## src/swdt_pkg.sv

```systemverilog
// Shared constants of the supervisory timer and its register bridge
package swdt_pkg;
  // ************************************************************
  // Control byte layout
  // ************************************************************
  localparam int CTRL_W          = 8;
  localparam int IRQ_FLAG_BIT    = 7;
  localparam int IRQ_EN_BIT      = 6;
  localparam int PERIOD_HI_BIT   = 5;
  localparam int CHANGE_EN_BIT   = 4;
  localparam int RESET_EN_BIT    = 3;
  localparam int PERIOD_LO_MSB   = 2;
  localparam int PERIOD_W        = 4;
  localparam logic [7:0] CTRL_RESET = 8'h00;

  // ************************************************************
  // Timing
  // ************************************************************
  localparam int CHANGE_WINDOW_CYCLES = 4;
  localparam int OSC_FREQ_KHZ         = 128;
  localparam int TIMEOUT_BASE_CYCLES  = 2048;
  localparam int MAX_PERIOD_SEL       = 9;
  localparam int MIN_TIMEOUT_MS       = 16;
  localparam int MAX_TIMEOUT_MS       = 8000;
  localparam int STARTUP_DELAY_CYCLES = 64;

  // ************************************************************
  // Bridge register map and command bits
  // ************************************************************
  localparam logic [7:0] CMD_OFS    = 8'h00;
  localparam logic [7:0] CTRL_OFS   = 8'h04;
  localparam logic [7:0] FLAG_OFS   = 8'h08;
  localparam logic [7:0] STATUS_OFS = 8'h0c;
  localparam logic [7:0] PROT_OFS   = 8'h10;
  localparam int CMD_RESTART_BIT    = 0;
  localparam int CMD_VECTOR_BIT     = 1;

  typedef enum logic [1:0] {SWDT_SEQ_IDLE, SWDT_SEQ_OPEN, SWDT_SEQ_SET} swdt_seq_e;
endpackage

```

## src/swdt_if.sv

```systemverilog
// Link between the processor-side bridge and the supervisory timer
`timescale 1ns/1ps
`default_nettype none
interface swdt_if;
  logic       restart;
  logic       ctrl_wr;
  logic [7:0] ctrl_wdata;
  logic       flag_wr;
  logic       flag_wdata;
  logic       vector_ack;
  logic [7:0] ctrl_rdata;
  logic       reset_flag;
  logic       irq;

  modport dev  (input restart, ctrl_wr, ctrl_wdata, flag_wr, flag_wdata, vector_ack,
                output ctrl_rdata, reset_flag, irq);
  modport host (output restart, ctrl_wr, ctrl_wdata, flag_wr, flag_wdata, vector_ack,
                input ctrl_rdata, reset_flag, irq);
endinterface
`default_nettype wire

```

## src/swdt_device.sv

```systemverilog
// Supervisory timer with interrupt and one-cycle system reset on timeout
// What this block does
// - Reset action gives exactly one-cycle reset pulse
// - Startup delay starts at reset pulse falling edge
// - Counter advances on dedicated 128 kHz oscillator
// - Timeout value reached issues interrupt or reset
// - Restart instruction clears counter before timeout
// - Interrupt mode raises wake-capable interrupt on expiry
// - Reset mode asserts system reset on expiry
// - Combined mode: interrupt first, then reset
// - Always-on fuse forces reset mode
// - Fuse: reset enable reads 1, irq enable 0
// - Software opens change with change and reset enable
// - Within four cycles one write sets new values
// - Period select spans about 16ms to 8s
// - Restart before changing period select
// - After timeout reset, timer stays in reset mode
// - Init software clears reset flag, then enable
// - Change enable self-clears four cycles later
// - Reset flag forces reset enable set
// - Vector execution clears interrupt flag
// - Combined mode vector clears irq enable too
`timescale 1ns/1ps
`default_nettype none
module swdt_device #(
  parameter int TIMEOUT_BASE  = swdt_pkg::TIMEOUT_BASE_CYCLES,
  parameter int STARTUP_DELAY = swdt_pkg::STARTUP_DELAY_CYCLES
) (
  input  wire logic pclk,
  input  wire logic presetn,
  input  wire logic always_on_fuse,
  input  wire logic osc_pin,
  swdt_if.dev       link,
  output logic      sys_reset_pulse,
  output logic      startup_hold,
  output logic      wake_irq
);
  localparam int CNT_W = $clog2(TIMEOUT_BASE) + swdt_pkg::MAX_PERIOD_SEL + 1;
  localparam int DLY_W = $clog2(STARTUP_DELAY + 1) + 1;
  localparam int WIN_W = 3;

  // ************************************************************
  // Pin synchronisers
  // ************************************************************
  logic [1:0] fuse_sync;
  logic [1:0] osc_sync;
  logic       osc_prev;

  always_ff @(posedge pclk or negedge presetn) begin
    if (!presetn) begin
      fuse_sync <= 2'h0;
      osc_sync  <= 2'h0;
      osc_prev  <= 1'b0;
    end else begin
      fuse_sync <= {fuse_sync[0], always_on_fuse};
      osc_sync  <= {osc_sync[0], osc_pin};
      osc_prev  <= osc_sync[1];
    end
  end

  // ************************************************************
  // Control state
  // ************************************************************
  logic                 irq_flag;
  logic                 irq_en;
  logic                 reset_en;
  logic                 change_en;
  logic [WIN_W-1:0]     win_cnt;
  logic [3:0]           period;
  logic                 reset_flag;
  logic [CNT_W-1:0]     count;
  logic [DLY_W-1:0]     dly_cnt;

  wire logic fuse      = fuse_sync[1];
  wire logic osc_tick  = osc_sync[1] & ~osc_prev;
  wire logic eff_re    = fuse | reset_en | reset_flag;
  wire logic eff_ie    = ~fuse & irq_en;
  wire logic running   = eff_re | eff_ie;

  wire logic [3:0] sel = (period > 4'(swdt_pkg::MAX_PERIOD_SEL)) ?
                         4'(swdt_pkg::MAX_PERIOD_SEL) : period;
  wire logic [CNT_W-1:0] limit = CNT_W'(TIMEOUT_BASE) << sel;
  wire logic expire    = running & osc_tick & ~link.restart & (count >= limit - CNT_W'(1));
  wire logic combined  = eff_re & eff_ie;
  wire logic fire_irq  = expire & eff_ie & ~(combined & irq_flag);
  wire logic fire_rst  = expire & eff_re & (~eff_ie | irq_flag);

  // ************************************************************
  // Register writes from the core
  // ************************************************************
  wire logic [7:0] wd     = link.ctrl_wdata;
  wire logic wr           = link.ctrl_wr;
  wire logic wr_open      = wr & wd[swdt_pkg::CHANGE_EN_BIT] & wd[swdt_pkg::RESET_EN_BIT];
  wire logic wr_commit    = wr & ~wd[swdt_pkg::CHANGE_EN_BIT] & change_en;
  wire logic [3:0] wd_per = {wd[swdt_pkg::PERIOD_HI_BIT], wd[swdt_pkg::PERIOD_LO_MSB:0]};
  wire logic win_end      = change_en & (win_cnt == WIN_W'(swdt_pkg::CHANGE_WINDOW_CYCLES - 1));
  wire logic flag_clr     = wr & wd[swdt_pkg::IRQ_FLAG_BIT] | link.vector_ack;
  wire logic rf_clr       = link.flag_wr & ~link.flag_wdata;

  logic                 next_reset_en;
  logic [3:0]           next_period;
  logic                 next_irq_en;
  logic                 next_irq_flag;
  logic                 next_change_en;
  logic [DLY_W-1:0]     next_dly;
  // The pulse falls at the coming edge, so the stretch is loaded right there
  wire logic            pulse_fall = sys_reset_pulse & ~fire_rst;

  always_comb begin
    next_reset_en = reset_en;
    next_period   = period;
    next_irq_en   = irq_en;
    if (wr_commit) begin
      next_reset_en = wd[swdt_pkg::RESET_EN_BIT];
      next_period   = wd_per;
    end else if (wr & wd[swdt_pkg::RESET_EN_BIT]) begin
      next_reset_en = 1'b1;
    end
    if (reset_flag) begin
      next_reset_en = 1'b1;
    end
    if (wr) begin
      next_irq_en = wd[swdt_pkg::IRQ_EN_BIT];
    end
    if (link.vector_ack & combined) begin
      next_irq_en = 1'b0;
    end
    if (fire_irq) begin
      next_irq_flag = 1'b1;
    end else if (flag_clr) begin
      next_irq_flag = 1'b0;
    end else begin
      next_irq_flag = irq_flag;
    end
    if (wr_open) begin
      next_change_en = 1'b1;
    end else if (win_end | wr_commit) begin
      next_change_en = 1'b0;
    end else begin
      next_change_en = change_en;
    end
    if (pulse_fall) begin
      next_dly = DLY_W'(STARTUP_DELAY);
    end else if (dly_cnt != '0) begin
      next_dly = dly_cnt - DLY_W'(1);
    end else begin
      next_dly = dly_cnt;
    end
  end

  always_ff @(posedge pclk or negedge presetn) begin
    if (!presetn) begin
      reset_en  <= swdt_pkg::CTRL_RESET[swdt_pkg::RESET_EN_BIT];
      period    <= 4'h0;
      irq_en    <= 1'b0;
      irq_flag  <= 1'b0;
      change_en <= 1'b0;
    end else if (fire_rst) begin
      reset_en  <= 1'b1;
      period    <= 4'h0;
      irq_en    <= 1'b0;
      irq_flag  <= 1'b0;
      change_en <= 1'b0;
    end else begin
      reset_en  <= next_reset_en;
      period    <= next_period;
      irq_en    <= next_irq_en;
      irq_flag  <= next_irq_flag;
      change_en <= next_change_en;
    end
  end

  always_ff @(posedge pclk or negedge presetn) begin
    if (!presetn) begin
      win_cnt <= '0;
    end else if (wr_open | ~change_en) begin
      win_cnt <= '0;
    end else begin
      win_cnt <= win_cnt + WIN_W'(1);
    end
  end

  // ************************************************************
  // Timeout counter and reset flag
  // ************************************************************
  always_ff @(posedge pclk or negedge presetn) begin
    if (!presetn) begin
      count <= '0;
    end else if (link.restart | expire | ~running) begin
      count <= '0;
    end else if (osc_tick) begin
      count <= count + CNT_W'(1);
    end
  end

  always_ff @(posedge pclk or negedge presetn) begin
    if (!presetn) begin
      reset_flag <= 1'b0;
    end else if (fire_rst) begin
      reset_flag <= 1'b1;
    end else if (rf_clr) begin
      reset_flag <= 1'b0;
    end
  end

  // ************************************************************
  // Reset pulse, startup stretch and outputs
  // ************************************************************
  always_ff @(posedge pclk or negedge presetn) begin
    if (!presetn) begin
      sys_reset_pulse <= 1'b0;
      dly_cnt         <= '0;
      startup_hold    <= 1'b0;
      wake_irq        <= 1'b0;
      link.irq        <= 1'b0;
      link.reset_flag <= 1'b0;
      link.ctrl_rdata <= swdt_pkg::CTRL_RESET;
    end else begin
      sys_reset_pulse <= fire_rst;
      dly_cnt         <= next_dly;
      startup_hold    <= fire_rst | sys_reset_pulse | (next_dly != '0);
      wake_irq        <= irq_flag & eff_ie;
      link.irq        <= irq_flag & eff_ie;
      link.reset_flag <= reset_flag;
      link.ctrl_rdata <= {irq_flag, eff_ie, period[3], change_en,
                          eff_re, period[2:0]};
    end
  end
endmodule
`default_nettype wire

```

## src/flat_wrapper.sv

```systemverilog
// flat-port wrapper written by rule: the top's interface ports become plain ports
module swdt_device_flat 
#(
  parameter int TIMEOUT_BASE  = swdt_pkg::TIMEOUT_BASE_CYCLES,
  parameter int STARTUP_DELAY = swdt_pkg::STARTUP_DELAY_CYCLES
)
  (pclk, presetn, always_on_fuse, osc_pin, sys_reset_pulse, startup_hold, wake_irq, link_restart, link_ctrl_wr, link_ctrl_wdata, link_flag_wr, link_flag_wdata, link_vector_ack, link_ctrl_rdata, link_reset_flag, link_irq);
  swdt_if link_i ();
  input  wire logic pclk;
  input  wire logic presetn;
  input  wire logic always_on_fuse;
  input  wire logic osc_pin;
  output logic sys_reset_pulse;
  output logic startup_hold;
  output logic wake_irq;
  input wire logic [$bits(link_i.restart)-1:0] link_restart;
  input wire logic [$bits(link_i.ctrl_wr)-1:0] link_ctrl_wr;
  input wire logic [$bits(link_i.ctrl_wdata)-1:0] link_ctrl_wdata;
  input wire logic [$bits(link_i.flag_wr)-1:0] link_flag_wr;
  input wire logic [$bits(link_i.flag_wdata)-1:0] link_flag_wdata;
  input wire logic [$bits(link_i.vector_ack)-1:0] link_vector_ack;
  output wire logic [$bits(link_i.ctrl_rdata)-1:0] link_ctrl_rdata;
  output wire logic [$bits(link_i.reset_flag)-1:0] link_reset_flag;
  output wire logic [$bits(link_i.irq)-1:0] link_irq;
  assign link_i.restart = link_restart;
  assign link_i.ctrl_wr = link_ctrl_wr;
  assign link_i.ctrl_wdata = link_ctrl_wdata;
  assign link_i.flag_wr = link_flag_wr;
  assign link_i.flag_wdata = link_flag_wdata;
  assign link_i.vector_ack = link_vector_ack;
  assign link_ctrl_rdata = link_i.ctrl_rdata;
  assign link_reset_flag = link_i.reset_flag;
  assign link_irq = link_i.irq;
  swdt_device #(.TIMEOUT_BASE(TIMEOUT_BASE), .STARTUP_DELAY(STARTUP_DELAY)) u_core (.pclk(pclk), .presetn(presetn), .always_on_fuse(always_on_fuse), .osc_pin(osc_pin), .link(link_i), .sys_reset_pulse(sys_reset_pulse), .startup_hold(startup_hold), .wake_irq(wake_irq));
endmodule
```

## config.mk

```make
export PLATFORM = sky130hd
export DESIGN_NAME = swdt_device_flat
export DESIGN_NICKNAME = d
export VERILOG_FILES = /design/src/swdt_pkg.sv /design/src/swdt_if.sv /design/src/swdt_device.sv /design/src/flat_wrapper.sv
export SDC_FILE = /design/constraint.sdc
export NUM_CORES = 1
export LEC_CHECK = 0
export CAP_MARGIN = 5
export CORE_MARGIN = 2
export CORE_UTILIZATION = 65
export DETAILED_ROUTE_END_ITERATION = 10
export DONT_BUFFER_PORTS = 1
export GPL_TIMING_DRIVEN = 0
export PLACE_DENSITY_LB_ADDON = 0.25
export SLEW_MARGIN = 20
export SYNTH_ARGS = -nofsm -noshare
export SYNTH_HDL_FRONTEND = slang
export SYNTH_SLANG_ARGS = --single-unit
```

## constraint.sdc

```tcl
create_clock -name pclk -period 9.5 [get_ports pclk]
set_input_delay 1.425 -clock pclk [delete_from_list [all_inputs] [get_ports pclk]]
set_output_delay 1.425 -clock pclk [all_outputs]
set_load 0.005 [all_outputs]
```

==> impl_metrics.py, run 1 <==
metrics = {
    "clocking": {
        "post-cts-setup-buffers": 0,
        "cts.htree.levels": 3,
        "ctsResizeCount": 0,
        "clk_pin_slew_worst_paths_ns": 0.07,
        "root_buffer_cell": "sky130_fd_sc_hd__clkbuf_8",
        "clockBufferDepth": 2,
        "cts-hold-fix-buffers": 0,
        "cts_tree": "done",
        "numCtsBuffers": 9,
        "clock_insertion_delay_worst_skew_ns": 0.34,
        "number_of_clock_sinks": 58,
    },
    "synthesis": {
        "post_synth_instance_area_sq_mm": 0.002858,
        "mappedNetlistNets": 319,
        "ys_dominant_reg_cell": "sky130_fd_sc_hd__dfrtp_1",
        "register_bit_count_reported_by_yosys": 58,
        "syn_avg_cell_area_sq_um": 9.992,
        "syn_inst": 286,
        "synth_sequential_area_ratio": 0.5079,
        "synth.lib_cells_used.distinct": 42,
        "synth-warning-count": 0,
        "ys_async_sr_fraction": 1.000,
        "synth_edf_count": 0,
    },
    "timing": {
        "clock-skew-final_ns": 0.01088,
        "setup_violations": 0,
        "finalWorstPathRequiredPeriod_ns": 3.517,
        "timing_hold_violations_final": 0,
        "rsz0062_at_grt": "false",
        "max-slew-margin-rel": 0.6624,
        "timing_worst_slew_pin_value_ns": 0.5026,
        "final_max_slew_viol_count": 0,
        "finalSetupTns_ns": 0,
        "final.period_utilization": 0.3702,
        "fmax_mhz": 284.4,
    },
    "layout": {
        "area_growth_syn_to_layout_pct": 10.16,
        "finish.net_count": 330,
        "drive_above_1_share": 0.1060,
        "final_core_util": 0.7331,
        "antenna_cells": 0,
    },
    "outcome": {
        "outcome": "complete, no violations",
    },
    "critical_path": {
        "r2r_setup_slack_ns": 5.98,
        "worstSetupStartpoint": "u_core.period[1]",
        "r2r.worst_path.cells": 12,
        "crit_path_start_kind": "register",
        "cp.arrival_ns": 3.73,
        "crit_fanout": 10,
        "critPathKind": "reg -> reg",
        "crit-reg2reg-capture": "u_core.startup_hold",
        "worst_r2r_startpoint": "u_core.period[1]",
        "crit_path_end_kind": "register",
        "cp_data_required_time_ns": 9.71,
    },
    "grt": {
        "grt_util_all_layers": 0.2320,
        "via_count_of_the_first_global_routing_pass": 1945,
        "gr-total-overflow": 0,
        "antenna_found_initial": 0,
        "grt_first_pass_wirelength_um": 8901,
        "grt_start_max_net_pins": 59,
    },
    "job": {
        "number_of_max_cap_violations": 0,
    },
    "routing": {
        "avgViaCountPerCell": 5.746,
        "drc": 0,
        "detail-route-antenna-nets": 0,
        "wirelength_um": 5166,
        "routed-via-count": 2034,
        "dr.pass1.iters": 4,
        "first_iter_violations": 119,
        "routed_wire_length_per_instance_um": 14.59,
    },
    "power_and_ir_drop": {
        "pwr_density_cell_mw_per_mm2": 211.2,
        "power.ir.vdd_worst_v": 0.0001384,
        "leakage_nw": 1.409,
    },
    "floorplan": {
        "pin_count": 30,
        "floorplan.core_area_sq_mm": 0.004294,
        "die-height_um": 70.31,
        "dieWidth_um": 70.31,
        "dieArea_sq_mm": 0.004943,
        "effective_utilization_at_floorplan": 0.6655,
        "std_cell_rows": 24,
    },
    "placed_design": {
        "detailed_place_hpwl_um": 3573,
        "port-buffer-count": 0,
        "place_congestion": 0.8438,
    },
    "hold_path": {
        "timing.hold.worst.class": "reg -> reg",
        "min_delay_worst_endpoint": "u_core.osc_sync[1]",
        "hold_path_startpoint": "u_core.osc_sync[0]",
        "hold-path-cell-count": 0,
    },
}
## sequential cells by signal, indices dropped and copies added, names as in the netlist, 2 cells and up
register	cells
u_core.count	21
u_core.dly_cnt	8
u_core.fuse_sync	2
u_core.link.ctrl_rdata	8
u_core.osc_sync	2
u_core.period	4
u_core.win_cnt	3
## cell families after synthesis
logic type / synth area share
flip-flops: 0.5079
multiplexers: 0.007006
other: 0.001312
AO/OA/AOI/OAI: 0.06874
AND/OR/NAND/NOR: 0.2452
XOR/XNOR: 0.07662
buffers and inverters: 0.02320
adder cells (fa/ha/maj): 0.07005
## layout make-up
class	instances	area [sq um]
Multi-Input combinational cell	213	1340
Buffer	6	32.53
Clock buffer	9	123.9
Tap cell	52	65.06
Inverter	9	33.78
Sequential cell	58	1451
Fill cell	333	1146
Clock inverter	7	101.3
## critical path, stage by stage (launching register included)
cell	delay (ns)
sky130_fd_sc_hd__dfrtp_1	0.46
sky130_fd_sc_hd__or2_2	0.34
sky130_fd_sc_hd__or3_1	0.35
sky130_fd_sc_hd__ha_1	0.27
sky130_fd_sc_hd__nor3_1	0.16
sky130_fd_sc_hd__a21o_1	0.11
sky130_fd_sc_hd__a32oi_1	0.09
sky130_fd_sc_hd__ha_1	0.28
sky130_fd_sc_hd__and4_2	0.19
sky130_fd_sc_hd__a21oi_1	0.27
sky130_fd_sc_hd__a21oi_1	0.14
sky130_fd_sc_hd__buf_2	0.20
sky130_fd_sc_hd__or4b_1	0.50
## where the power goes
group | switching (mW) | leakage [nW] | internal (mW)
sequential | 0.0321 | 0.743 | 0.276
clock | 0.105 | 0.106 | 0.149
combinational | 0.0562 | 0.561 | 0.0471
total | 0.193 | 1.41 | 0.472
## layout by cell type (no fill, tap or decap), types with 2 or more instances in the layout
| cell type | netlist | routed |
|---|---|---|
| sky130_fd_sc_hd__dfrtp_1 | 58 | 58 |
| sky130_fd_sc_hd__nor2_1 | 38 | 38 |
| sky130_fd_sc_hd__nand2_1 | 24 | 24 |
| sky130_fd_sc_hd__a21oi_1 | 21 | 21 |
| sky130_fd_sc_hd__nand3_1 | 16 | 16 |
| sky130_fd_sc_hd__ha_1 | 16 | 16 |
| sky130_fd_sc_hd__xor2_1 | 15 | 15 |
| sky130_fd_sc_hd__nor3_1 | 11 | 11 |
| sky130_fd_sc_hd__xnor2_1 | 10 | 10 |
| sky130_fd_sc_hd__inv_1 | 9 | 9 |
| sky130_fd_sc_hd__clkbuf_8 | 0 | 9 |
| sky130_fd_sc_hd__nand4_1 | 8 | 8 |
| sky130_fd_sc_hd__or3_1 | 6 | 6 |
| sky130_fd_sc_hd__o21ai_0 | 6 | 6 |
| sky130_fd_sc_hd__or2_2 | 4 | 4 |
| sky130_fd_sc_hd__nor2b_1 | 4 | 4 |
| sky130_fd_sc_hd__nand2b_1 | 4 | 4 |
| sky130_fd_sc_hd__nand3b_1 | 3 | 3 |
| sky130_fd_sc_hd__a21o_1 | 3 | 3 |
| sky130_fd_sc_hd__nor4_1 | 3 | 3 |
| sky130_fd_sc_hd__buf_2 | 2 | 2 |
| sky130_fd_sc_hd__clkbuf_1 | 2 | 2 |
| sky130_fd_sc_hd__mux2i_1 | 2 | 2 |
| sky130_fd_sc_hd__buf_4 | 2 | 2 |
| sky130_fd_sc_hd__clkinv_4 | 0 | 2 |
| sky130_fd_sc_hd__bufinv_16 | 0 | 2 |
| sky130_fd_sc_hd__clkinvlp_4 | 0 | 2 |
## layer usage
| layer | vias to the layer above | GRT usage | routed length, um |
|---|---|---|---|
| met3 | 6 | 0.07359 | 208 |
| met4 | 0 | 0.08120 | 51 |
| li1 | 1015 | - | - |
| met1 | 961 | 0.3069 | 2415 |
| met2 | 52 | 0.3616 | 2491 |
| met5 | - | 0 | 0 |
## how the worst max path moves through the flow
| stage | to | slack, ns |
|---|---|---|
| after global routing | u_core.startup_hold | 5.86 |
| after floorplan | u_core.startup_hold | 6.36 |
| after CTS | u_core.startup_hold | 6.02 |
| after global placement | u_core.startup_hold | 6.04 |
| after detailed placement | u_core.startup_hold | 6.03 |
| final | u_core.startup_hold | 5.98 |
## cells in the mapped netlist (4+ instances only)
cell type | number | area, sq um
sky130_fd_sc_hd__ha_1 | 16 | 200.2
sky130_fd_sc_hd__nor2b_1 | 4 | 25.02
sky130_fd_sc_hd__o21ai_0 | 6 | 30.03
sky130_fd_sc_hd__nor2_1 | 38 | 142.6
sky130_fd_sc_hd__dfrtp_1 | 58 | 1451
sky130_fd_sc_hd__or3_1 | 6 | 37.54
sky130_fd_sc_hd__nand4_1 | 8 | 50.05
sky130_fd_sc_hd__nand2_1 | 24 | 90.09
sky130_fd_sc_hd__xor2_1 | 15 | 131.4
sky130_fd_sc_hd__xnor2_1 | 10 | 87.58
sky130_fd_sc_hd__or2_2 | 4 | 25.02
sky130_fd_sc_hd__nand3_1 | 16 | 80.08
sky130_fd_sc_hd__inv_1 | 9 | 33.78
sky130_fd_sc_hd__a21oi_1 | 21 | 105.1
sky130_fd_sc_hd__nand2b_1 | 4 | 25.02
sky130_fd_sc_hd__nor3_1 | 11 | 55.05
## through the flow
step                area (sq um)  power, mW  setup slack, ns  std cells  hold WS (ns)
finish                      3148     0.6647            5.983        354        0.3518
global route                3148     0.6988            5.862        354        0.3583
CTS                         3148     0.6697            6.017        354        0.3559
detailed placement          2923     0.4127            6.031        338        0.3403
global placement            2923     0.4069            6.040        338        0.3325
floorplan                   2858     0.3880            6.357        286        0.3312
Power figures use the tool's default switching activity.
==> run 2: changes to the inputs <==
--- a/config.mk
+++ b/config.mk
@@ -7,7 +7,7 @@
 export LEC_CHECK = 0
 export CAP_MARGIN = 5
 export CORE_MARGIN = 2
-export CORE_UTILIZATION = 65
+export CORE_UTILIZATION = 57
 export DETAILED_ROUTE_END_ITERATION = 10
 export DONT_BUFFER_PORTS = 1
 export GPL_TIMING_DRIVEN = 0
==> constraint.sdc (replaced) <==
create_clock -name pclk -period 3.15 [get_ports pclk]
set_input_delay 0.4725 -clock pclk [delete_from_list [all_inputs] [get_ports pclk]]
set_output_delay 0.4725 -clock pclk [all_outputs]
set_load 0.005 [all_outputs]
==> run 2 against run 1 <==
Effect of this change: utilization is 3.6 points lower; combinational power grew to 4.0 times the previous value; die area grew 13%; clock skew is 0.0024 ns lower; critical path type unchanged.
==> impl_metrics.py, run 2 (synthesis results as in run 1) <==
metrics = {
    "outcome": {
        "outcome": "complete, no violations",
    },
    "clocking": {
        "clk_pin_slew_worst_paths_ns": 0.07,
        "number_of_clock_sinks": 58,
        "cts_tree": "done",
        "numCtsBuffers": 9,
        "cts.htree.levels": 3,
        "root_buffer_cell": "sky130_fd_sc_hd__clkbuf_8",
        "clockBufferDepth": 2,
        "clock_insertion_delay_worst_skew_ns": 0.34,
    },
    "layout": {
        "antenna_cells": 0,
        "regMostFlops": "u_core.count",
        "finish.net_count": 340,
        "stdcell_count": 379,
        "area_growth_syn_to_layout_pct": 16.73,
        "layout_commonest_cell": "sky130_fd_sc_hd__dfrtp_1",
        "drive_above_1_share": 0.1635,
        "fillCellCount": 369,
        "layout_top_registers": "u_core.count x21, u_core.dly_cnt x8, u_core.link.ctrl_rdata x8",
        "max_reg_flops": 21,
        "layout_common_cells": "56 x sky130_fd_sc_hd__dfrtp_1, 38 x sky130_fd_sc_hd__nor2_1, 24 x sky130_fd_sc_hd__nand2_1",
    },
    "floorplan": {
        "effective_utilization_at_floorplan": 0.5971,
        "floorplan.core_area_sq_mm": 0.004786,
        "std_cell_rows": 25,
        "dieWidth_um": 74.81,
        "dieArea_sq_mm": 0.005596,
        "die-height_um": 74.81,
        "pin_count": 30,
    },
    "placed_design": {
        "place_congestion": 0.8882,
        "detailed_place_hpwl_um": 3736,
        "port-buffer-count": 0,
        "placed_cells_incl_taps": 353,
    },
    "power_and_ir_drop": {
        "pwr_density_cell_mw_per_mm2": 630.6,
        "combinationalPowerShare": 0.194,
        "clockPowerShare": 0.368,
        "share_seq_of_total_power": 0.438,
        "power.ir.vdd_worst_v": 0.0003545,
        "leakage_nw": 1.483,
        "sw_frac_of_total": 0.2895,
        "p_int_mw": 1.495,
        "total_switching_power_uw": 608.9,
    },
    "critical_path": {
        "crit_fanout": 4,
        "worstSetupStartpoint": "u_core.period[1]",
        "cp_data_required_time_ns": 3.36,
        "crit_path_start_kind": "register",
        "worst_r2r_startpoint": "u_core.period[1]",
        "critPathKind": "reg -> reg",
        "cp.arrival_ns": 3.29,
        "r2r.worst_path.cells": 12,
        "crit_path_end_kind": "register",
    },
    "timing": {
        "finalWorstPathRequiredPeriod_ns": 3.079,
        "fmax_mhz": 324.8,
        "rsz0062_at_grt": "true",
        "timing_worst_slew_pin_value_ns": 0.5223,
        "max-slew-margin-rel": 0.6503,
        "final.period_utilization": 0.9774,
        "finalSetupTns_ns": 0,
        "setup_violations": 0,
        "clock-skew-final_ns": 0.008499,
        "timing_hold_violations_final": 0,
        "final_max_slew_viol_count": 0,
    },
    "hold_path": {
        "hold-path-cell-count": 0,
        "timing.hold.worst.class": "in -> reg",
        "hold_path_startpoint": "always_on_fuse",
    },
    "grt": {
        "grt_first_pass_wirelength_um": 9459,
        "via_count_of_the_first_global_routing_pass": 2004,
        "grt_util_all_layers": 0.2291,
        "grt_start_max_net_pins": 59,
        "gr-total-overflow": 0,
        "antenna_found_initial": 0,
    },
    "routing": {
        "drc": 0,
        "routed_wire_length_per_instance_um": 14.43,
        "avgViaCountPerCell": 5.546,
        "routed-via-count": 2102,
        "wirelength_um": 5470,
        "detail-route-antenna-nets": 0,
        "dr.pass1.iters": 4,
        "first_iter_violations": 97,
    },
    "job": {
        "number_of_max_cap_violations": 0,
    },
}
run 2: through the flow:
step / hold slack (ns) / utilization / total power [mW] / setup WS [ns] / instance area (sq um)
3_5_place_dp: 0.1783 / 0.6146 / 1.247 / -0.2871 / 2942
2_1_floorplan: 0.1769 / - / 1.170 / 0.007477 / 2858
5_1_grt: 0.1387 / 0.6970 / 2.230 / -0.07121 / 3336
3_3_place_gp: 0.1782 / 0.6146 / 1.229 / -0.3184 / 2942
6_report: 0.1585 / 0.6970 / 2.104 / 0.07106 / 3336
4_1_cts: 0.1467 / 0.6850 / 2.078 / 0.007770 / 3278
run 2: layout make-up:
type	count	area, sq um	area share
plain buffers	6	41.29	0.01238
clock buffers	10	137.6	0.04126
clock inverters	6	90.09	0.02701
inverters	9	33.78	0.01013
multi-input cells	213	1398	0.4190
flip-flops and latches	58	1454	0.4359
well taps	67	83.83	0.02513
repair buffers	10	97.59	0.02926
run 2: metal layers:
metal	GRT usage	routed length (um)	vias to the layer above
li1	-	-	1031
met1	0.3054	2536	1021
met2	0.3471	2529	39
met3	0.06693	289	11
met4	0.1071	114	0
met5	0	0	-
run 2: worst paths after layout:
kind,end,slack (ns)
setup reg to reg,u_core.startup_hold,0.07
hold reg to reg,u_core.fuse_sync[1],0.35
setup / recovery,u_core.startup_hold,0.07
min in group asynchronous,u_core.win_cnt[2],0.65
max in group asynchronous,u_core.period[1],2.25
hold / removal,u_core.fuse_sync[0],0.16
run 2: what timing repair did:
| item | in CTS | in global routing |
|---|---|---|
| buffers inserted | 5 | 3 |
| resized for setup | 9 | 10 |
| pin swaps | 0 | 8 |
| hold endpoints to repair | 58 | 0 |
| endpoints found under the setup margin | 24 | 27 |
| hold buffers | 2 | 0 |
run 2: power by group through the flow:
stage | logic (mW) | clock network [mW] | registers, mW
2_1_floorplan | 0.253 | 0 | 0.917
3_3_place_gp | 0.294 | 0 | 0.935
3_5_place_dp | 0.306 | 0 | 0.940
4_1_cts | 0.367 | 0.791 | 0.920
5_1_grt | 0.466 | 0.825 | 0.938
6_report | 0.408 | 0.774 | 0.921
run 2: critical path, cell delays in order, from the launching register on:
cell and delay (ns):
sky130_fd_sc_hd__dfrtp_2 0.40, sky130_fd_sc_hd__or2_4 0.25, sky130_fd_sc_hd__or3_4 0.39, sky130_fd_sc_hd__ha_4 0.19, sky130_fd_sc_hd__nor3_2 0.12, sky130_fd_sc_hd__a21o_1 0.12
sky130_fd_sc_hd__a32oi_2 0.10, sky130_fd_sc_hd__ha_1 0.30, sky130_fd_sc_hd__and4_4 0.17, sky130_fd_sc_hd__o211ai_1 0.16, sky130_fd_sc_hd__a21oi_2 0.11, sky130_fd_sc_hd__buf_4 0.15
sky130_fd_sc_hd__or4b_1 0.49
==> run 3: changes to the inputs <==
--- a/config.mk
+++ b/config.mk
@@ -12,6 +12,7 @@
 export DONT_BUFFER_PORTS = 1
 export GPL_TIMING_DRIVEN = 0
 export PLACE_DENSITY_LB_ADDON = 0.25
+export REMOVE_ABC_BUFFERS = 1
 export SLEW_MARGIN = 20
 export SYNTH_ARGS = -nofsm -noshare
 export SYNTH_HDL_FRONTEND = slang
==> run 3 against run 2 <==
Effect of this change: register-to-register slack better by 0.03 ns; power is 1.0% lower; worst setup slack better by 0.029 ns; combinational power is 2% lower; worst hold slack worse by 0.15 ns; cell area is 1.5% lower; sequential power is 0.9% higher; fmax is 0.96% higher; utilization is 1.0 points lower; clock power is 3% lower; wire length is 1.6% lower; first-iteration DRC count is 42% higher; critical path type unchanged; critical endpoint is now u_core.reset_en; largest cell class unchanged.
==> impl_metrics.py, run 3 (synthesis results as in run 1) <==
metrics = {
    "outcome": {
        "outcome": "complete, no violations",
    },
    "floorplan": {
        "die-height_um": 74.81,
        "std_cell_rows": 25,
        "dieWidth_um": 74.81,
        "pin_count": 30,
        "floorplan.core_area_sq_mm": 0.004786,
        "effective_utilization_at_floorplan": 0.5971,
        "dieArea_sq_mm": 0.005596,
    },
    "critical_path": {
        "crit-reg2reg-capture": "u_core.reset_en",
        "crit_fanout": 5,
        "crit_chain": "or2_4, or3_4, ha_4, a21o_1, a32oi_2, ha_1, and4_4, o211ai_1, buf_4, a21oi_4, buf_4, or3_1",
        "slowest_stage": "sky130_fd_sc_hd__dfrtp_2",
        "cp.arrival_ns": 3.26,
        "crit_path_end_kind": "register",
        "critPathKind": "reg -> reg",
        "largest_delay_contributor_family_on_the_critical_path": "simple AND/OR/NAND/NOR gates",
        "cp_data_required_time_ns": 3.36,
        "worstSetupStartpoint": "u_core.period[1]",
        "r2r.worst_path.cells": 12,
        "r2r_setup_slack_ns": 0.10,
        "worst_r2r_startpoint": "u_core.period[1]",
        "worst-path-buf-inv": 2,
        "crit_path_start_kind": "register",
        "crit_path_frequent_cell": "sky130_fd_sc_hd__buf_4",
        "critPathMaxStageDelay_ns": 0.41,
    },
    "layout": {
        "regMostFlops": "u_core.count",
        "layout_commonest_cell": "sky130_fd_sc_hd__dfrtp_1",
        "area_growth_syn_to_layout_pct": 15.02,
        "layout_common_cells": "56 x sky130_fd_sc_hd__dfrtp_1, 38 x sky130_fd_sc_hd__nor2_1, 24 x sky130_fd_sc_hd__nand2_1",
        "finish.net_count": 333,
        "drive_above_1_share": 0.1574,
        "layout_top_registers": "u_core.count x21, u_core.dly_cnt x8, u_core.link.ctrl_rdata x8",
        "antenna_cells": 0,
        "postLayoutCellArea_sq_mm": 0.003287,
        "max_reg_flops": 21,
    },
    "routing": {
        "wirelength_um": 5381,
        "routed_wire_length_per_instance_um": 14.47,
        "dr.pass1.iters": 4,
        "avgViaCountPerCell": 5.543,
        "first_iter_violations": 138,
        "drc": 0,
        "detail-route-antenna-nets": 0,
        "routed-via-count": 2062,
    },
    "timing": {
        "fmax_mhz": 327.9,
        "clock-skew-final_ns": 0.007231,
        "timing_worst_slew_pin_value_ns": 0.5770,
        "setup_violations": 0,
        "final_max_slew_viol_count": 0,
        "max-slew-margin-rel": 0.6137,
        "timing_hold_violations_final": 0,
        "finalSetupTns_ns": 0,
        "finalWorstPathRequiredPeriod_ns": 3.050,
        "final.period_utilization": 0.9681,
    },
    "clocking": {
        "root_buffer_cell": "sky130_fd_sc_hd__clkbuf_8",
        "cts_tree": "done",
        "number_of_clock_sinks": 58,
        "clk_pin_slew_worst_paths_ns": 0.07,
        "cts.htree.levels": 3,
        "clock_insertion_delay_worst_skew_ns": 0.33,
        "numCtsBuffers": 9,
        "clockBufferDepth": 2,
    },
    "power_and_ir_drop": {
        "total_switching_power_uw": 594.7,
        "clockPowerShare": 0.362,
        "combinationalPowerShare": 0.192,
        "p_int_mw": 1.488,
        "power.ir.vdd_worst_v": 0.0004130,
        "leakage_nw": 1.451,
        "pwr_density_cell_mw_per_mm2": 633.6,
        "sw_frac_of_total": 0.2856,
        "share_seq_of_total_power": 0.446,
    },
    "job": {
        "number_of_max_cap_violations": 0,
    },
    "placed_design": {
        "port-buffer-count": 0,
        "place_congestion": 0.8164,
        "detailed_place_hpwl_um": 3496,
        "placement.cell_area_sq_mm": 0.002909,
    },
    "grt": {
        "antenna_found_initial": 0,
        "grt_start_max_net_pins": 59,
        "grt_first_pass_wirelength_um": 9363,
        "via_count_of_the_first_global_routing_pass": 2017,
        "gr-total-overflow": 0,
        "grt_util_all_layers": 0.2220,
    },
    "hold_path": {
        "timing.hold.worst.class": "in -> async",
    },
}
==> run 3: metrics by stage <==
stage / total power, mW / setup slack (ns) / utilization / hold slack [ns] / cells
2_1_floorplan: 1.167 / 0.005922 / - / 0.1769 / 280
3_3_place_gp: 1.224 / -0.4904 / 0.6078 / 0.1784 / 347
3_5_place_dp: 1.240 / -0.5767 / 0.6078 / 0.1784 / 347
4_1_cts: 2.031 / 0.01206 / 0.6722 / 0.004110 / 368
5_1_grt: 2.199 / -0.001840 / 0.6868 / 0.01482 / 372
6_report: 2.083 / 0.1005 / 0.6868 / 0.007122 / 372
==> run 3: repair_timing <==
action	4_1_cts	5_1_grt
resized for setup	9	9
endpoints found under the hold margin	58	0
hold buffers	1	0
pin swaps	2	9
setup buffers	4	4
endpoints found under the setup margin	38	34
==> run 3: worst register-to-register path, stage by stage (launching register included) <==
cell,delay (ns)
sky130_fd_sc_hd__dfrtp_2,0.41
sky130_fd_sc_hd__or2_4,0.26
sky130_fd_sc_hd__or3_4,0.39
sky130_fd_sc_hd__ha_4,0.19
sky130_fd_sc_hd__a21o_1,0.18
sky130_fd_sc_hd__a32oi_2,0.20
sky130_fd_sc_hd__ha_1,0.26
sky130_fd_sc_hd__and4_4,0.17
sky130_fd_sc_hd__o211ai_1,0.14
sky130_fd_sc_hd__buf_4,0.18
sky130_fd_sc_hd__a21oi_4,0.06
sky130_fd_sc_hd__buf_4,0.15
sky130_fd_sc_hd__or3_1,0.35
==> run 3: power groups by stage <==
stage / combinational, mW / clock [mW] / sequential [mW]
final: 0.400 / 0.754 / 0.929
after global routing: 0.456 / 0.802 / 0.941
after CTS: 0.341 / 0.765 / 0.925
after detailed placement: 0.296 / 0 / 0.944
after global placement: 0.285 / 0 / 0.939
after floorplan: 0.247 / 0 / 0.920
==> run 3: how the worst max path moves through the flow <==
stage                     depth (start not counted)           endpoint  slack [ns]
after floorplan                                  12  u_core.dly_cnt[6]       0.006
after detailed placement                         12  u_core.dly_cnt[5]       -0.58
after CTS                                        12    u_core.irq_flag        0.01
after global placement                           12  u_core.dly_cnt[6]       -0.49
final                                            12    u_core.reset_en        0.10
after global routing                             13  u_core.dly_cnt[3]      -0.002
==> run 3: final cells by class <==
cell class                 count  area, sq um
fill                         356         1499
sequential                    58         1454
multi-input combinational    213         1409
clock buffer                  11        141.4
timing repair buffer           9        87.58
tap                           67        83.83
clock inverter                 5        77.57
inverter                       9        33.78
==> run 3: routing by layer <==
metal  part of all wire  global-route usage  vias up  wire (um)
met3              0.060             0.07095        9        322
li1                   -                   -     1011          -
met5                  0                   0        -          0
met4              0.016             0.07540        0         84
met2               0.47              0.3530       51       2506
met1               0.46              0.2897      991       2468
